### config.mk
export PLATFORM = sky130hd
export DESIGN_NAME = pcgpio_top
export DESIGN_NICKNAME = d
export VERILOG_FILES = /design/src/core/pcgpio_press_timer.v /design/src/core/pcgpio_top.v
export VERILOG_INCLUDE_DIRS = /design/src /design/src/pkg
export SDC_FILE = /design/constraint.sdc
export NUM_CORES = 1
export LEC_CHECK = 0
export BUFFER_PORTS_ARGS = -buffer_cell sky130_fd_sc_hd__buf_2
export CAP_MARGIN = 25
export CORE_MARGIN = 2
export CORE_UTILIZATION = 47
export DETAILED_ROUTE_END_ITERATION = 12
export PLACE_DENSITY = 0.75
export SLEW_MARGIN = 20
export SYNTH_ARGS = -nofsm -noshare
export SYNTH_HDL_FRONTEND = slang
export SYNTH_SLANG_ARGS = --single-unit
### constraint.sdc
create_clock -name clock -period 5.5 [get_ports clock]
set_input_delay 1.1 -clock clock [delete_from_list [all_inputs] [get_ports clock]]
set_output_delay 1.1 -clock clock [all_outputs]
set_load 0.01 [all_outputs]
### src/pkg/pcgpio_consts.vh
// Constants for the power control and general purpose pin block
// Assumes a 25 MHz clock and a single active-low asynchronous reset
`ifndef PCGPIO_CONSTS_VH
`define PCGPIO_CONSTS_VH
`define PCG_CLK_HZ 25000000
`define PCG_NPINS 10
`define PCG_PROC_RST_MS 4
`define PCG_PROC_RST_CYC (`PCG_CLK_HZ / 1000 * `PCG_PROC_RST_MS)
`define PCG_SHORT_MS 100
`define PCG_SHORT_CYC (`PCG_CLK_HZ / 1000 * `PCG_SHORT_MS)
`define PCG_MS_CYC (`PCG_CLK_HZ / 1000)
`define PCG_LONG_S 15
`define PCG_MED_BASE_S 2
`define PCG_HOLD_SEL_RST 2'h0
`define PCG_OD_ONLY_MASK 10'h017
`define PCG_CFG_RST 10'h000
`endif

### src/core/pcgpio_press_timer.v
// Push button press timer: short, medium and long press detection
// Assumes the button input is already synchronised, high while pressed
`default_nettype none
`include "pcgpio_consts.vh"
module pcgpio_press_timer #(
  parameter MS_CYC = `PCG_MS_CYC
) (
  input wire clock,
  input wire nrst,
  input wire pressed,
  input wire [1:0] hold_sel,
  output reg short_pulse,
  output reg medium_pulse,
  output reg long_pulse
);
  reg [31:0] ms_cnt_reg;
  reg [15:0] held_ms_reg;
  reg pressed_d_reg;
  reg long_done_reg;
  wire ms_tick;
  wire [15:0] med_ms;
  wire [31:0] med_full;
  assign ms_tick = (ms_cnt_reg == MS_CYC - 1);
  // Medium hold in ms: base seconds plus selection, cut to counter width
  assign med_full = (`PCG_MED_BASE_S + {30'h00000000, hold_sel}) * 1000;
  assign med_ms = med_full[15:0];
  always @(posedge clock or negedge nrst) begin
    if (!nrst) begin
      ms_cnt_reg <= 32'h00000000;
      held_ms_reg <= 16'h0000;
      pressed_d_reg <= 1'b0;
      long_done_reg <= 1'b0;
      short_pulse <= 1'b0;
      medium_pulse <= 1'b0;
      long_pulse <= 1'b0;
    end else begin
      pressed_d_reg <= pressed;
      short_pulse <= 1'b0;
      medium_pulse <= 1'b0;
      long_pulse <= 1'b0;
      if (pressed) begin
        ms_cnt_reg <= ms_tick ? 32'h00000000 : ms_cnt_reg + 32'h00000001;
        if (ms_tick && held_ms_reg != 16'hFFFF)
          held_ms_reg <= held_ms_reg + 16'h0001;
        if (!long_done_reg && held_ms_reg >= `PCG_LONG_S * 1000) begin
          long_pulse <= 1'b1;
          long_done_reg <= 1'b1;
        end
      end else begin
        ms_cnt_reg <= 32'h00000000;
        held_ms_reg <= 16'h0000;
        long_done_reg <= 1'b0;
        if (pressed_d_reg && !long_done_reg) begin
          if (held_ms_reg >= med_ms)
            medium_pulse <= 1'b1;
          else if (held_ms_reg > `PCG_SHORT_MS)
            short_pulse <= 1'b1;
        end
      end
    end
  end
endmodule // pcgpio_press_timer
`default_nettype wire

### src/core/pcgpio_top.v
// Power controller states, boot sequencing and ten shared pins
// Assumes inputs synchronous to a 25 MHz clock; reset comes from power-on
`default_nettype none
`include "pcgpio_consts.vh"
module pcgpio_top #(
  parameter PROC_RST_CYC = `PCG_PROC_RST_CYC,
  parameter MS_CYC = `PCG_MS_CYC
) (
  input wire clock,
  input wire nrst,
  input wire switch_detect_in,
  input wire adapter_in,
  input wire ext_wake_irq,
  input wire external_program_present,
  input wire seq_done,
  input wire seq_irq_clear,
  input wire sys_reset_drive,
  input wire [1:0] hold_sel,
  input wire status_clr_short,
  input wire status_clr_medium,
  input wire [10:1] gpio_off,
  input wire [10:1] gpio_func,
  input wire [10:1] special_out,
  input wire [10:1] gpio_dir,
  input wire [10:1] gpio_out_mode,
  input wire [10:1] gpio_in_mode,
  input wire [10:1] gpio_both_edges,
  input wire [10:1] gpio_int_edge,
  input wire [10:1] gpio_int_en,
  input wire data_wr,
  input wire [10:1] data_wdata,
  input wire int_stat_wr,
  input wire [10:1] int_stat_wdata,
  input wire [10:1] pin_in,
  output reg [10:1] pin_out,
  output reg [10:1] pin_oe,
  output reg [10:1] gpio_data,
  output reg [10:1] gpio_int_status,
  output reg gpio_irq,
  output reg power_state_on_bit,
  output reg clock_generator,
  output reg processor_supply,
  output reg processor_rst_n,
  output reg boot_from_external,
  output reg wake_irq_pending,
  output reg cpu_sleep,
  output reg sys_reset_n_out,
  output reg sys_reset_n_oe,
  output reg short_status,
  output reg medium_status
);
  localparam S_OFF = 4'b0001;
  localparam S_PWRUP = 4'b0010;
  localparam S_RUN = 4'b0100;
  localparam S_SLEEP = 4'b1000;
  reg [3:0] state_reg;
  reg [31:0] rst_cnt_reg;
  reg [10:1] pin_s1_reg;
  reg [10:1] pin_s2_reg;
  reg [10:1] pin_prev_reg;
  reg sw_s1_reg;
  reg sw_s2_reg;
  wire sw_short;
  wire sw_medium;
  wire sw_long;
  wire [10:1] rise;
  wire [10:1] fall;
  wire [10:1] is_out;
  wire [10:1] int_edge;
  wire [10:1] data_edge;
  wire [10:1] od_mode;
  reg [1:0] warm_reg;
  wire warm;
  // Input synchronisers
  always @(posedge clock or negedge nrst) begin
    if (!nrst) begin
      pin_s1_reg <= 10'h000;
      pin_s2_reg <= 10'h000;
      pin_prev_reg <= 10'h000;
      sw_s1_reg <= 1'b0;
      sw_s2_reg <= 1'b0;
      warm_reg <= 2'h0;
    end else begin
      if (warm_reg != 2'h3)
        warm_reg <= warm_reg + 2'h1;
      pin_s1_reg <= pin_in;
      pin_s2_reg <= pin_s1_reg;
      pin_prev_reg <= pin_s2_reg;
      sw_s1_reg <= switch_detect_in;
      sw_s2_reg <= sw_s1_reg;
    end
  end
  pcgpio_press_timer #(
    .MS_CYC(MS_CYC)
  ) u_press (
    .clock(clock),
    .nrst(nrst),
    .pressed(sw_s2_reg),
    .hold_sel(hold_sel),
    .short_pulse(sw_short),
    .medium_pulse(sw_medium),
    .long_pulse(sw_long)
  );
  // No edges until both sync stages and the history flop hold real levels
  assign warm = (warm_reg == 2'h3);
  assign rise = pin_s2_reg & ~pin_prev_reg & {10{warm}};
  assign fall = ~pin_s2_reg & pin_prev_reg & {10{warm}};
  // Pin is an output only in general purpose mode without special function
  assign is_out = ~gpio_off & ~gpio_func & gpio_dir;
  assign int_edge = (rise & ~gpio_int_edge) | (fall & gpio_int_edge);
  assign data_edge = rise | (fall & gpio_both_edges);
  assign od_mode = gpio_out_mode | `PCG_OD_ONLY_MASK;
  // Power state machine
  always @(posedge clock or negedge nrst) begin
    if (!nrst) begin
      state_reg <= S_OFF;
      rst_cnt_reg <= 32'h00000000;
      power_state_on_bit <= 1'b0;
      clock_generator <= 1'b0;
      processor_supply <= 1'b0;
      processor_rst_n <= 1'b0;
      boot_from_external <= 1'b0;
      wake_irq_pending <= 1'b0;
      cpu_sleep <= 1'b0;
      sys_reset_n_out <= 1'b0;
      sys_reset_n_oe <= 1'b1;
    end else begin
      sys_reset_n_out <= 1'b0;
      sys_reset_n_oe <= sys_reset_drive | sw_long;
      case (state_reg)
        S_OFF: begin
          power_state_on_bit <= 1'b0;
          clock_generator <= 1'b0;
          processor_supply <= 1'b0;
          processor_rst_n <= 1'b0;
          cpu_sleep <= 1'b0;
          if (sw_short || adapter_in || ext_wake_irq) begin
            wake_irq_pending <= 1'b1;
            power_state_on_bit <= 1'b1;
            clock_generator <= 1'b1;
            processor_supply <= 1'b1;
            rst_cnt_reg <= 32'h00000000;
            state_reg <= S_PWRUP;
          end
        end
        S_PWRUP: begin
          if (rst_cnt_reg >= PROC_RST_CYC - 1) begin
            processor_rst_n <= 1'b1;
            boot_from_external <= external_program_present;
            state_reg <= S_RUN;
          end else begin
            rst_cnt_reg <= rst_cnt_reg + 32'h00000001;
          end
        end
        S_RUN: begin
          cpu_sleep <= 1'b0;
          if (seq_done) begin
            cpu_sleep <= 1'b1;
            state_reg <= S_SLEEP;
          end
        end
        S_SLEEP: begin
          if (wake_irq_pending || sw_short || sw_medium || adapter_in ||
              ext_wake_irq) begin
            cpu_sleep <= 1'b0;
            state_reg <= S_RUN;
          end
        end
        default: state_reg <= S_OFF;
      endcase
      // New wake event wins over a clear in the same cycle
      if (state_reg != S_OFF) begin
        if (sw_short || adapter_in || ext_wake_irq)
          wake_irq_pending <= 1'b1;
        else if (seq_irq_clear)
          wake_irq_pending <= 1'b0;
      end
      if (sw_long) begin
        state_reg <= S_OFF;
        wake_irq_pending <= 1'b0;
        power_state_on_bit <= 1'b0;
        processor_rst_n <= 1'b0;
      end
    end
  end
  // Switch status bits, set wins over clear
  always @(posedge clock or negedge nrst) begin
    if (!nrst) begin
      short_status <= 1'b0;
      medium_status <= 1'b0;
    end else begin
      if (sw_short)
        short_status <= 1'b1;
      else if (status_clr_short)
        short_status <= 1'b0;
      if (sw_medium)
        medium_status <= 1'b1;
      else if (status_clr_medium)
        medium_status <= 1'b0;
    end
  end
  // Per-pin data, interrupt status and pin drive
  genvar i;
  generate
    for (i = 1; i <= `PCG_NPINS; i = i + 1) begin : g_pin
      always @(posedge clock or negedge nrst) begin
        if (!nrst) begin
          gpio_data[i] <= 1'b0;
          gpio_int_status[i] <= 1'b0;
          pin_out[i] <= 1'b0;
          pin_oe[i] <= 1'b0;
        end else begin
          if (is_out[i]) begin
            if (data_wr)
              gpio_data[i] <= data_wdata[i];
          end else if (!gpio_in_mode[i]) begin
            gpio_data[i] <= pin_s2_reg[i];
          end else if (data_edge[i]) begin
            gpio_data[i] <= 1'b1;
          end else if (data_wr && !data_wdata[i]) begin
            gpio_data[i] <= 1'b0;
          end
          if (!is_out[i] && !gpio_off[i] && int_edge[i])
            gpio_int_status[i] <= 1'b1;
          else if (int_stat_wr && int_stat_wdata[i])
            gpio_int_status[i] <= 1'b0;
          if (gpio_off[i]) begin
            pin_out[i] <= 1'b0;
            pin_oe[i] <= 1'b0;
          end else if (gpio_func[i]) begin
            pin_out[i] <= special_out[i];
            pin_oe[i] <= od_mode[i] ? !special_out[i] : 1'b1;
          end else if (is_out[i]) begin
            pin_out[i] <= gpio_data[i];
            pin_oe[i] <= od_mode[i] ? !gpio_data[i] : 1'b1;
          end else begin
            pin_out[i] <= 1'b0;
            pin_oe[i] <= 1'b0;
          end
        end
      end
    end
  endgenerate
  always @(posedge clock or negedge nrst) begin
    if (!nrst)
      gpio_irq <= 1'b0;
    else
      gpio_irq <= |(gpio_int_status & gpio_int_en);
  end
endmodule // pcgpio_top
`default_nettype wire

Yosys cells after proc, flatten, opt, wreduce, memory -nomap -nowiden
Index checks and enable logic that the tools add are counted.
Storage, ports and cells
  register bits after elaboration: 173
  input port bits: 135
  output and inout bits: 52
Operators by class
  $add $sub $neg: 5
  multipliers: 1
  order comparisons: 4
  eq/ne operators: 38
  mux-type cells: 185
  bitwise gates (word level): 18
  reductions and logical operators: 132
Operators with widths (number)
  $mux 1: 170
  $mux 32: 4
  $and 10x10->10: 10
  $add 32x1->32 const B: 2
  $pmux 32 s2: 1
  $logic_not 1->1: 51
  $not 10->10: 5
  $ne 4x1->1 const B: 11
  $logic_and 1x1->1: 43
  $eq 32x15->1 const B: 1
  $ge 32x17->1 const B: 1
  $mul 32x7->13 const B: 1
  $mux 16: 2
  $ne 2x2->1 const B: 14
  $reduce_bool 2->1: 14
  $reduce_and 2->1: 13
  $mux 4: 5
  $or 10x10->10: 2
  $add 16x1->16 const B: 1
  $ge 16x14->1 const B: 1
  $ge 16x16->1: 1
  $gt 16x7->1 const B: 1
  $ne 16x16->1 const B: 1
  $pmux 4 s4: 1
  other kinds (17): 27

Longest topological paths before layout
Gate-level depths: netlist of run 1.
  depth after elaboration: 8
  depth in mapped cells: 9
  depth with buffers taken out: 9

Hierarchy
Synthesis of run 1 repeated with hierarchy kept, for this count alone.
Second synthesis, totals
  cells, all modules: 867
  area, all modules: 8433.1 um2
Modules (own cells, without submodules)
  pcgpio_top: instances 1, cells each 539, area each 5407.7 um2
  pcgpio_press_timer: instances 1, cells each 328, area each 3025.4 um2

Worst setup path before layout of run 1
OpenSTA, ideal clock, no wires.
  kind: input port to flip-flop
  start point: input port hold_sel[1]
  end point: register u_press.medium_pulse
  arrival: 2.380 ns
  required time: 5.381 ns
  setup slack: 3.002 ns
  cell stages on the path: 8
  cells stage by stage: inv_1 ha_1 or2_2 ha_1 o21a_1 o21ai_0 a31oi_1 o21a_1
On the way
  cells in the longest elaborated chain, start to end: 6
RTL lines
  from (decl): line pcgpio_top.v:18  | input wire [1:0] hold_sel,
  $add 2x2->3 (no line)
  $mul 32x7->13: line pcgpio_press_timer.v:25  | assign med_full = (`PCG_MED_BASE_S + {30'h00000000, hold_sel}) * 1000;
  $ge 16x16->1: line pcgpio_press_timer.v:54  | if (held_ms_reg >= med_ms)
  $mux 1: line pcgpio_press_timer.v:54
  $mux 1: line pcgpio_press_timer.v:53  | if (pressed_d_reg && !long_done_reg) begin
  $mux 1: line pcgpio_press_timer.v:41  | if (pressed) begin
  to (signal assigned): line pcgpio_press_timer.v:34  | medium_pulse <= 1'b0;
  to (signal assigned): line pcgpio_press_timer.v:39  | medium_pulse <= 1'b0;
  to (signal assigned): line pcgpio_press_timer.v:55  | medium_pulse <= 1'b1;
  to (decl): line pcgpio_press_timer.v:13  | output reg medium_pulse,
Every way passes these cells.
A chain may end at the register's enable or synchronous reset.

Final worst setup path of run 1
  start point: register rst_cnt_reg[14]
  end point: register boot_from_external
On the way
  cells in the longest elaborated chain, start to end: 2
RTL lines
  from (decl): line pcgpio_top.v:57  | reg [31:0] rst_cnt_reg;
  from (signal assigned): line pcgpio_top.v:152  | rst_cnt_reg <= rst_cnt_reg + 32'h00000001;
  $ge 32x17->1: line pcgpio_top.v:147  | if (rst_cnt_reg >= PROC_RST_CYC - 1) begin
  $reduce_and 2->1 (no line)
  to (signal assigned): line pcgpio_top.v:149  | boot_from_external <= external_program_present;
  to (decl): line pcgpio_top.v:44  | output reg boot_from_external,
Every way passes these cells.

==> metrics.txt, run 1 <==
Post-CTS Setup Inserts=0; Synth Cell Area=8570 um^2; Pins Over Slew Limit=0; async set or reset register ratio after synthesis=100%; pwr dens=roughly 320 nW/um^2; Num CTS Buffers=17; DRC viols=0; post-synth top area share=49.9%; Clock H-tree levels=4; crit path time final=approximately 2.8 ns; core area=17900 um^2; CTS sink count=about 170; Routed WL=20500 um; Critical Path AT=around 3.1 ns; Critical Path Sink Type=register; LEAKAGE=a little under 5 nW; Slew @ Worst Pin=0.983 ns; Longest Clk Path Bufs=2; CP top delay family=simple AND/OR/NAND/NOR gates; Die Y=approximately 140 um; slowest stage delay, CP=0.64 ns; Detailed Place HPWL=roughly 15000 um; Final Cell Area=between 10000 and 15000 um^2; synth warn=0; multi-input logic area=approximately 4000 um^2; initial antenna violation count=1; Util after Layout=between 50 and 60%; most frequent cell after synthesis=dfrtp_1; Fin Setup TNS=0 ns; Worst Path Buf+Inv=0; Peak VDD IR=between 200 and 250 uV; Synth cell types=between 60 and 70; max-cap check violation count=0; Synth Flop Type=dfrtp_1; maximum number of pins on one net before global-route repair=89; Top-Level Pins=roughly 190; Commonest cells post-synth=171 x dfrtp_1, 119 x nand2_1, 96 x nor2_1; Vias/cell=around 5.5; total track usage=a little over a fifth; die area=a little under 20000 um^2; Routability Congestion=0.861; routed via count=approximately 7300; first-pass GRT wire length=34400 um; Min-Delay Startpoint=pin_s1_reg[6]; layout cells sized above 1=between 20 and 25%; post_cts resized=0; Crit Path Max Fanout=19; FF-to-FF Start=rst_cnt_reg[14]; WL per Instance=15.6 um; worst hold slack=0.347 ns; # setup viols final=0; CP Launch Point=rst_cnt_reg[14]; FP Rows=just under 50; Synth area leaders=dfrtp_1 50%, nand2_1 5.2%, nor2_1 4.2%; RSZ-0062 raised after global routing=no; remaining global-route overflow=0; DRT iter0 DRCs=608; Synth Register Bits=about 170; TritonCTS clock tree=built; vias in the first global route=slightly above 7000; drt pass-1 iters=5; fill count=between 1500 and 2000; Post-synth EDFFs=0; hold_buf cts=0; Max Freq=between 300 and 400 MHz; Rel. slew slack=34.4%; Syn Inst Count=approximately 900; kind of critical path=register to register; sequential fraction of the synthesis area=between 50% and 60%; Final Hold Fails=0; Starting Density=47.9%; Synth-to-Final Area Change=21.0%; Die Wd=approximately 140 um; dpl cell area=9710 um^2; CP startpoint kind=register; Sequential Area=approximately 4300 um^2; Syn Area/Cell=9.57 um^2; critical path, cell by cell=nor4_1 > a21oi_1 > or3_1 > o21ai_2 > mux2_2; syn nets=1047; Final period util=around half; HP Class=register to register; crit path max-delay cell type=o21ai_2; Final #Nets=~1200; status=finished clean; root buf cell=clkbuf_16; CP required=~5.8 ns; Clock Skews=approximately 0.013 ns; CTS clk-pin slew, worst paths=approximately 0.06 ns; remaining antenna violation count=0; top cell type by total area after synthesis=dfrtp_1; Worst-Skew Late Latency=roughly 0.44 ns; PortBufs=about 180
[layer usage]
metal / up-vias / global-route usage (%) / part of all wire (%)
li1: 3553 / - / -
met1: 3489 / 29.1 / 46
met2: 203 / 34.5 / 48
met3: 42 / 4.56 / 4.5
met4: 0 / 8.35 / 2.3
met5: - / 0 / 0
[power by group]
group          internal, mW  total [mW]  switching [mW]
sequential             1.35        1.44          0.0833
combinational         0.197       0.492           0.295
clock                 0.843        1.35           0.503
[final timing paths]
path | endpoint | slack, ns | cells after the start
min reg2reg | pin_s2_reg[6] | 0.35 | 0
max | boot_from_external | 2.74 | 5
min in group asynchronous | u_press.held_ms_reg[1] | 0.72 | 1
min | pin_s2_reg[6] | 0.35 | 0
max in group asynchronous | rst_cnt_reg[2] | 3.86 | 2
max reg2reg | boot_from_external | 2.74 | 5
[placed cells by master (no fill, tap or decap), types with 14 or more instances in the layout]
| cell type | count |
|---|---|
| a21boi_0 | 26 |
| a21oi_1 | 43 |
| and3_1 | 15 |
| buf_2 | 180 |
| clkbuf_16 | 17 |
| dfrtp_1 | 171 |
| ha_1 | 16 |
| inv_1 | 30 |
| nand2_1 | 119 |
| nand2b_1 | 25 |
| nand3_1 | 26 |
| nand4_1 | 24 |
| nor2_1 | 96 |
| nor3_1 | 14 |
| nor4_1 | 22 |
| o21ai_0 | 35 |
| or3_1 | 15 |
| xor2_1 | 23 |
[worst reg2reg max path, cell delays in order (launching register included)]
cell	delay (ns)
dfrtp_1	0.43
nor4_1	0.47
a21oi_1	0.18
or3_1	0.51
o21ai_2	0.64
mux2_2	0.41
[layout make-up]
type,instances,area share (%)
Clock buffer,22,4.57
Antenna cell,1,0.0241
Clock inverter,10,1.79
Tap cell,229,2.76
Sequential cell,173,41.8
Multi-Input combinational cell,664,38.7
Timing Repair Buffer,186,9.32
Inverter,30,1.09
[through the flow]
| stage | power, mW | instances | worst slack (ns) |
|---|---|---|---|
| 3_5_place_dp | 1.95 | 1282 | 2.72 |
| 5_1_grt | 3.40 | 1315 | 2.58 |
| 3_3_place_gp | 1.93 | 1281 | 2.75 |
| 2_1_floorplan | 1.73 | 896 | 3.00 |
| 4_1_cts | 3.30 | 1314 | 2.77 |
| 6_report | 3.27 | 1315 | 2.74 |
[cell families after synthesis]
logic type / share of synthesized area, %
compound gates: 12.6
xor+xnor: 3.37
fa+ha+maj: 2.34
buf+inv: 2.80
flops: 50.5
mux: 2.98
other cells: 0.0438
simple gates: 25.3
Note: power is estimated with default switching activity, not from simulation.
==> inputs of run 2 (changes only) <==
--- a/config.mk
+++ b/config.mk
@@ -11,7 +11,7 @@
 export CORE_MARGIN = 2
 export CORE_UTILIZATION = 47
 export DETAILED_ROUTE_END_ITERATION = 12
-export PLACE_DENSITY = 0.75
+export PLACE_DENSITY = 0.77
 export SLEW_MARGIN = 20
 export SYNTH_ARGS = -nofsm -noshare
 export SYNTH_HDL_FRONTEND = slang
==> constraint.sdc (replaced) <==
create_clock -name clock -period 2.4 [get_ports clock]
set_input_delay 0.48 -clock clock [delete_from_list [all_inputs] [get_ports clock]]
set_output_delay 0.48 -clock clock [all_outputs]
set_load 0.01 [all_outputs]
==> metrics.txt, run 2 (synthesis results as in run 1) <==
CTS clk-pin slew, worst paths=0.07 ns (about the same); R2R cell count=6 (+1); # setup viols final=0 (unchanged); Critical Path AT=2.61 ns (-0.47 ns); switching power=2.06 mW (+130%); LEAKAGE=4.97 nW (+1.5%); Clock H-tree levels=4 (unchanged); Final Non-Filler Cells=1339 (+1.8%); pwr dens=684 nW/um^2 (+120%); CP required=2.74 ns (-3.08 ns); Num CTS Buffers=17 (unchanged); Slew @ Worst Pin=0.681 ns (-0.303 ns); Top-Level Pins=187 (unchanged); Max Freq=440 MHz (+21%); CP startpoint kind=register; drt pass-1 iters=5 (unchanged); core area=17900 um^2 (unchanged); DRC viols=0 (unchanged); Critical Path Sink Type=register; FF-to-FF Start=u_press.ms_cnt_reg[11]; Die Y=139 um (unchanged); vias in the first global route=7147 (+0.86%); Final #Nets=1247 (+2.0%); Vias/cell=5.59 (+0.82%); hold_buf cts=0 (unchanged); part of the power in combinational logic=16.8% (+1.8 points); Synth-to-Final Area Change=22.2%; maximum number of pins on one net before global-route repair=61 (-31%); crit path time final=2.27 ns (-0.485 ns); Final Hold Fails=0 (unchanged); DP Cell Count=1306 (+1.9%); Worst-Skew Late Latency=0.42 ns (-0.02 ns); Final period util=94.6% (+45 points); Fin Setup TNS=0 ns (unchanged); DRT iter0 DRCs=635 (+4.4%); Starting Density=47.9% (unchanged); max-cap check violation count=0 (unchanged); layout cells sized above 1=24.2% (+2.0 points); PortBufs=181 (unchanged); remaining global-route overflow=0 (unchanged); Routed WL=21000 um (+2.4%); Longest Clk Path Bufs=2 (unchanged); TritonCTS clock tree=built; total track usage=22.0% (+0.36 points); register share of total power=45.9% (+2.0 points); most common cell after layout, fill and taps aside=buf_2; setup ws final=0.129 ns (-2.61 ns); Rel. slew slack=54.6% (+20 points); Setup WS pre-CTS=0.147 ns (-2.57 ns); Pins Over Slew Limit=0 (unchanged); routed via count=7481 (+2.7%); Routability Congestion=0.883 (+2.5%); Clock Skews=0.00777 ns (-0.00542 ns); clock power share=37.3% (-3.8 points); remaining antenna violation count=0 (unchanged); root buf cell=clkbuf_16; initial antenna violation count=1 (unchanged); Sw Ratio=28.8% (+1.9 points); most frequent cells in the layout=180 x buf_2, 171 x dfrtp_1, 119 x nand2_1, 96 x nor2_1, 43 x a21oi_1; HP Class=input pin to async pin; WL per Instance=15.7 um (+0.54%); status=finished clean; CTS sink count=173 (unchanged); die area=19300 um^2 (unchanged); RSZ-0062 raised after global routing=no; kind of critical path=register to register; Crit Path Max Fanout=15 (-4); Peak VDD IR=473 uV (+100%); fill count=1532 (+0.52%); FF-to-FF End=u_press.held_ms_reg[9]; first-pass GRT wire length=34900 um (+1.5%); Util after Layout=58.5% (+0.58 points); R2R setup slack=0.13 ns (-2.61 ns); FP Rows=49 (unchanged); Int Power=5.10 mW (+110%); Die Wd=139 um (unchanged); Detailed Place HPWL=15000 um (+3.6%)
run 2: worst max-delay path by stage:
stage / from / to / slack [ns] / depth (start not counted)
final: u_press.ms_cnt_reg[11] / u_press.held_ms_reg[9] / 0.13 / 6
after global routing: u_press.ms_cnt_reg[11] / u_press.held_ms_reg[9] / 0.02 / 6
after global placement: u_press.ms_cnt_reg[25] / u_press.held_ms_reg[13] / 0.21 / 6
after floorplan: rst_cnt_reg[14] / boot_from_external / 0.34 / 6
after detailed placement: u_press.ms_cnt_reg[25] / u_press.held_ms_reg[9] / 0.15 / 6
after CTS: u_press.ms_cnt_reg[11] / u_press.held_ms_reg[9] / 0.12 / 6
run 2: cell type report:
cell class | instances | area (um^2) | share of cell area (%)
inverters | 30 | 113 | 1.08
diodes | 1 | 2.50 | 0.0239
flip-flops and latches | 173 | 4330 | 41.4
clock buffers | 20 | 457 | 4.36
clock inverters | 12 | 110 | 1.05
repair buffers | 210 | 1150 | 11.0
well taps | 229 | 287 | 2.74
multi-input cells | 664 | 4020 | 38.4
run 2: per-layer routing:
layer  up-vias  track usage, %  wire length (um)
li1       3612               -                 -
met2       246            36.2             10200
met5         -               0                 0
met4         0            7.28               432
met3        32            3.31              1040
met1      3591            29.9              9340
run 2: power by group through the flow:
stage	clock network (mW)	logic, mW	registers (mW)
2_1_floorplan	0	0.624	3.33
3_3_place_gp	0	1.18	3.33
3_5_place_dp	0	1.20	3.34
4_1_cts	2.72	1.21	3.29
5_1_grt	2.82	1.34	3.32
6_report	2.67	1.20	3.29
run 2: timing repair:
action | in CTS | in global routing
buffers inserted | 0 | 0
setup endpoints to repair | 0 | 3
gates resized for setup | 0 | 2
run 2: per-stage QoR:
step	instance area, um^2	hold WS (ns)	total power, mW
after detailed placement	9890	0.335	4.54
final	10500	0.0365	7.17
after CTS	10500	0.0526	7.22
after global routing	10500	0.0744	7.48
after floorplan	8570	0.184	3.96
after global placement	9890	0.332	4.51
run 2: critical path, cell delays in order, from the launching register on:
cell and delay [ns]:
dfrtp_1 0.43, nor4_2 0.33, nand4_1 0.23, a311o_2 0.48, buf_4 0.20, or3_1 0.34
a21boi_0 0.19
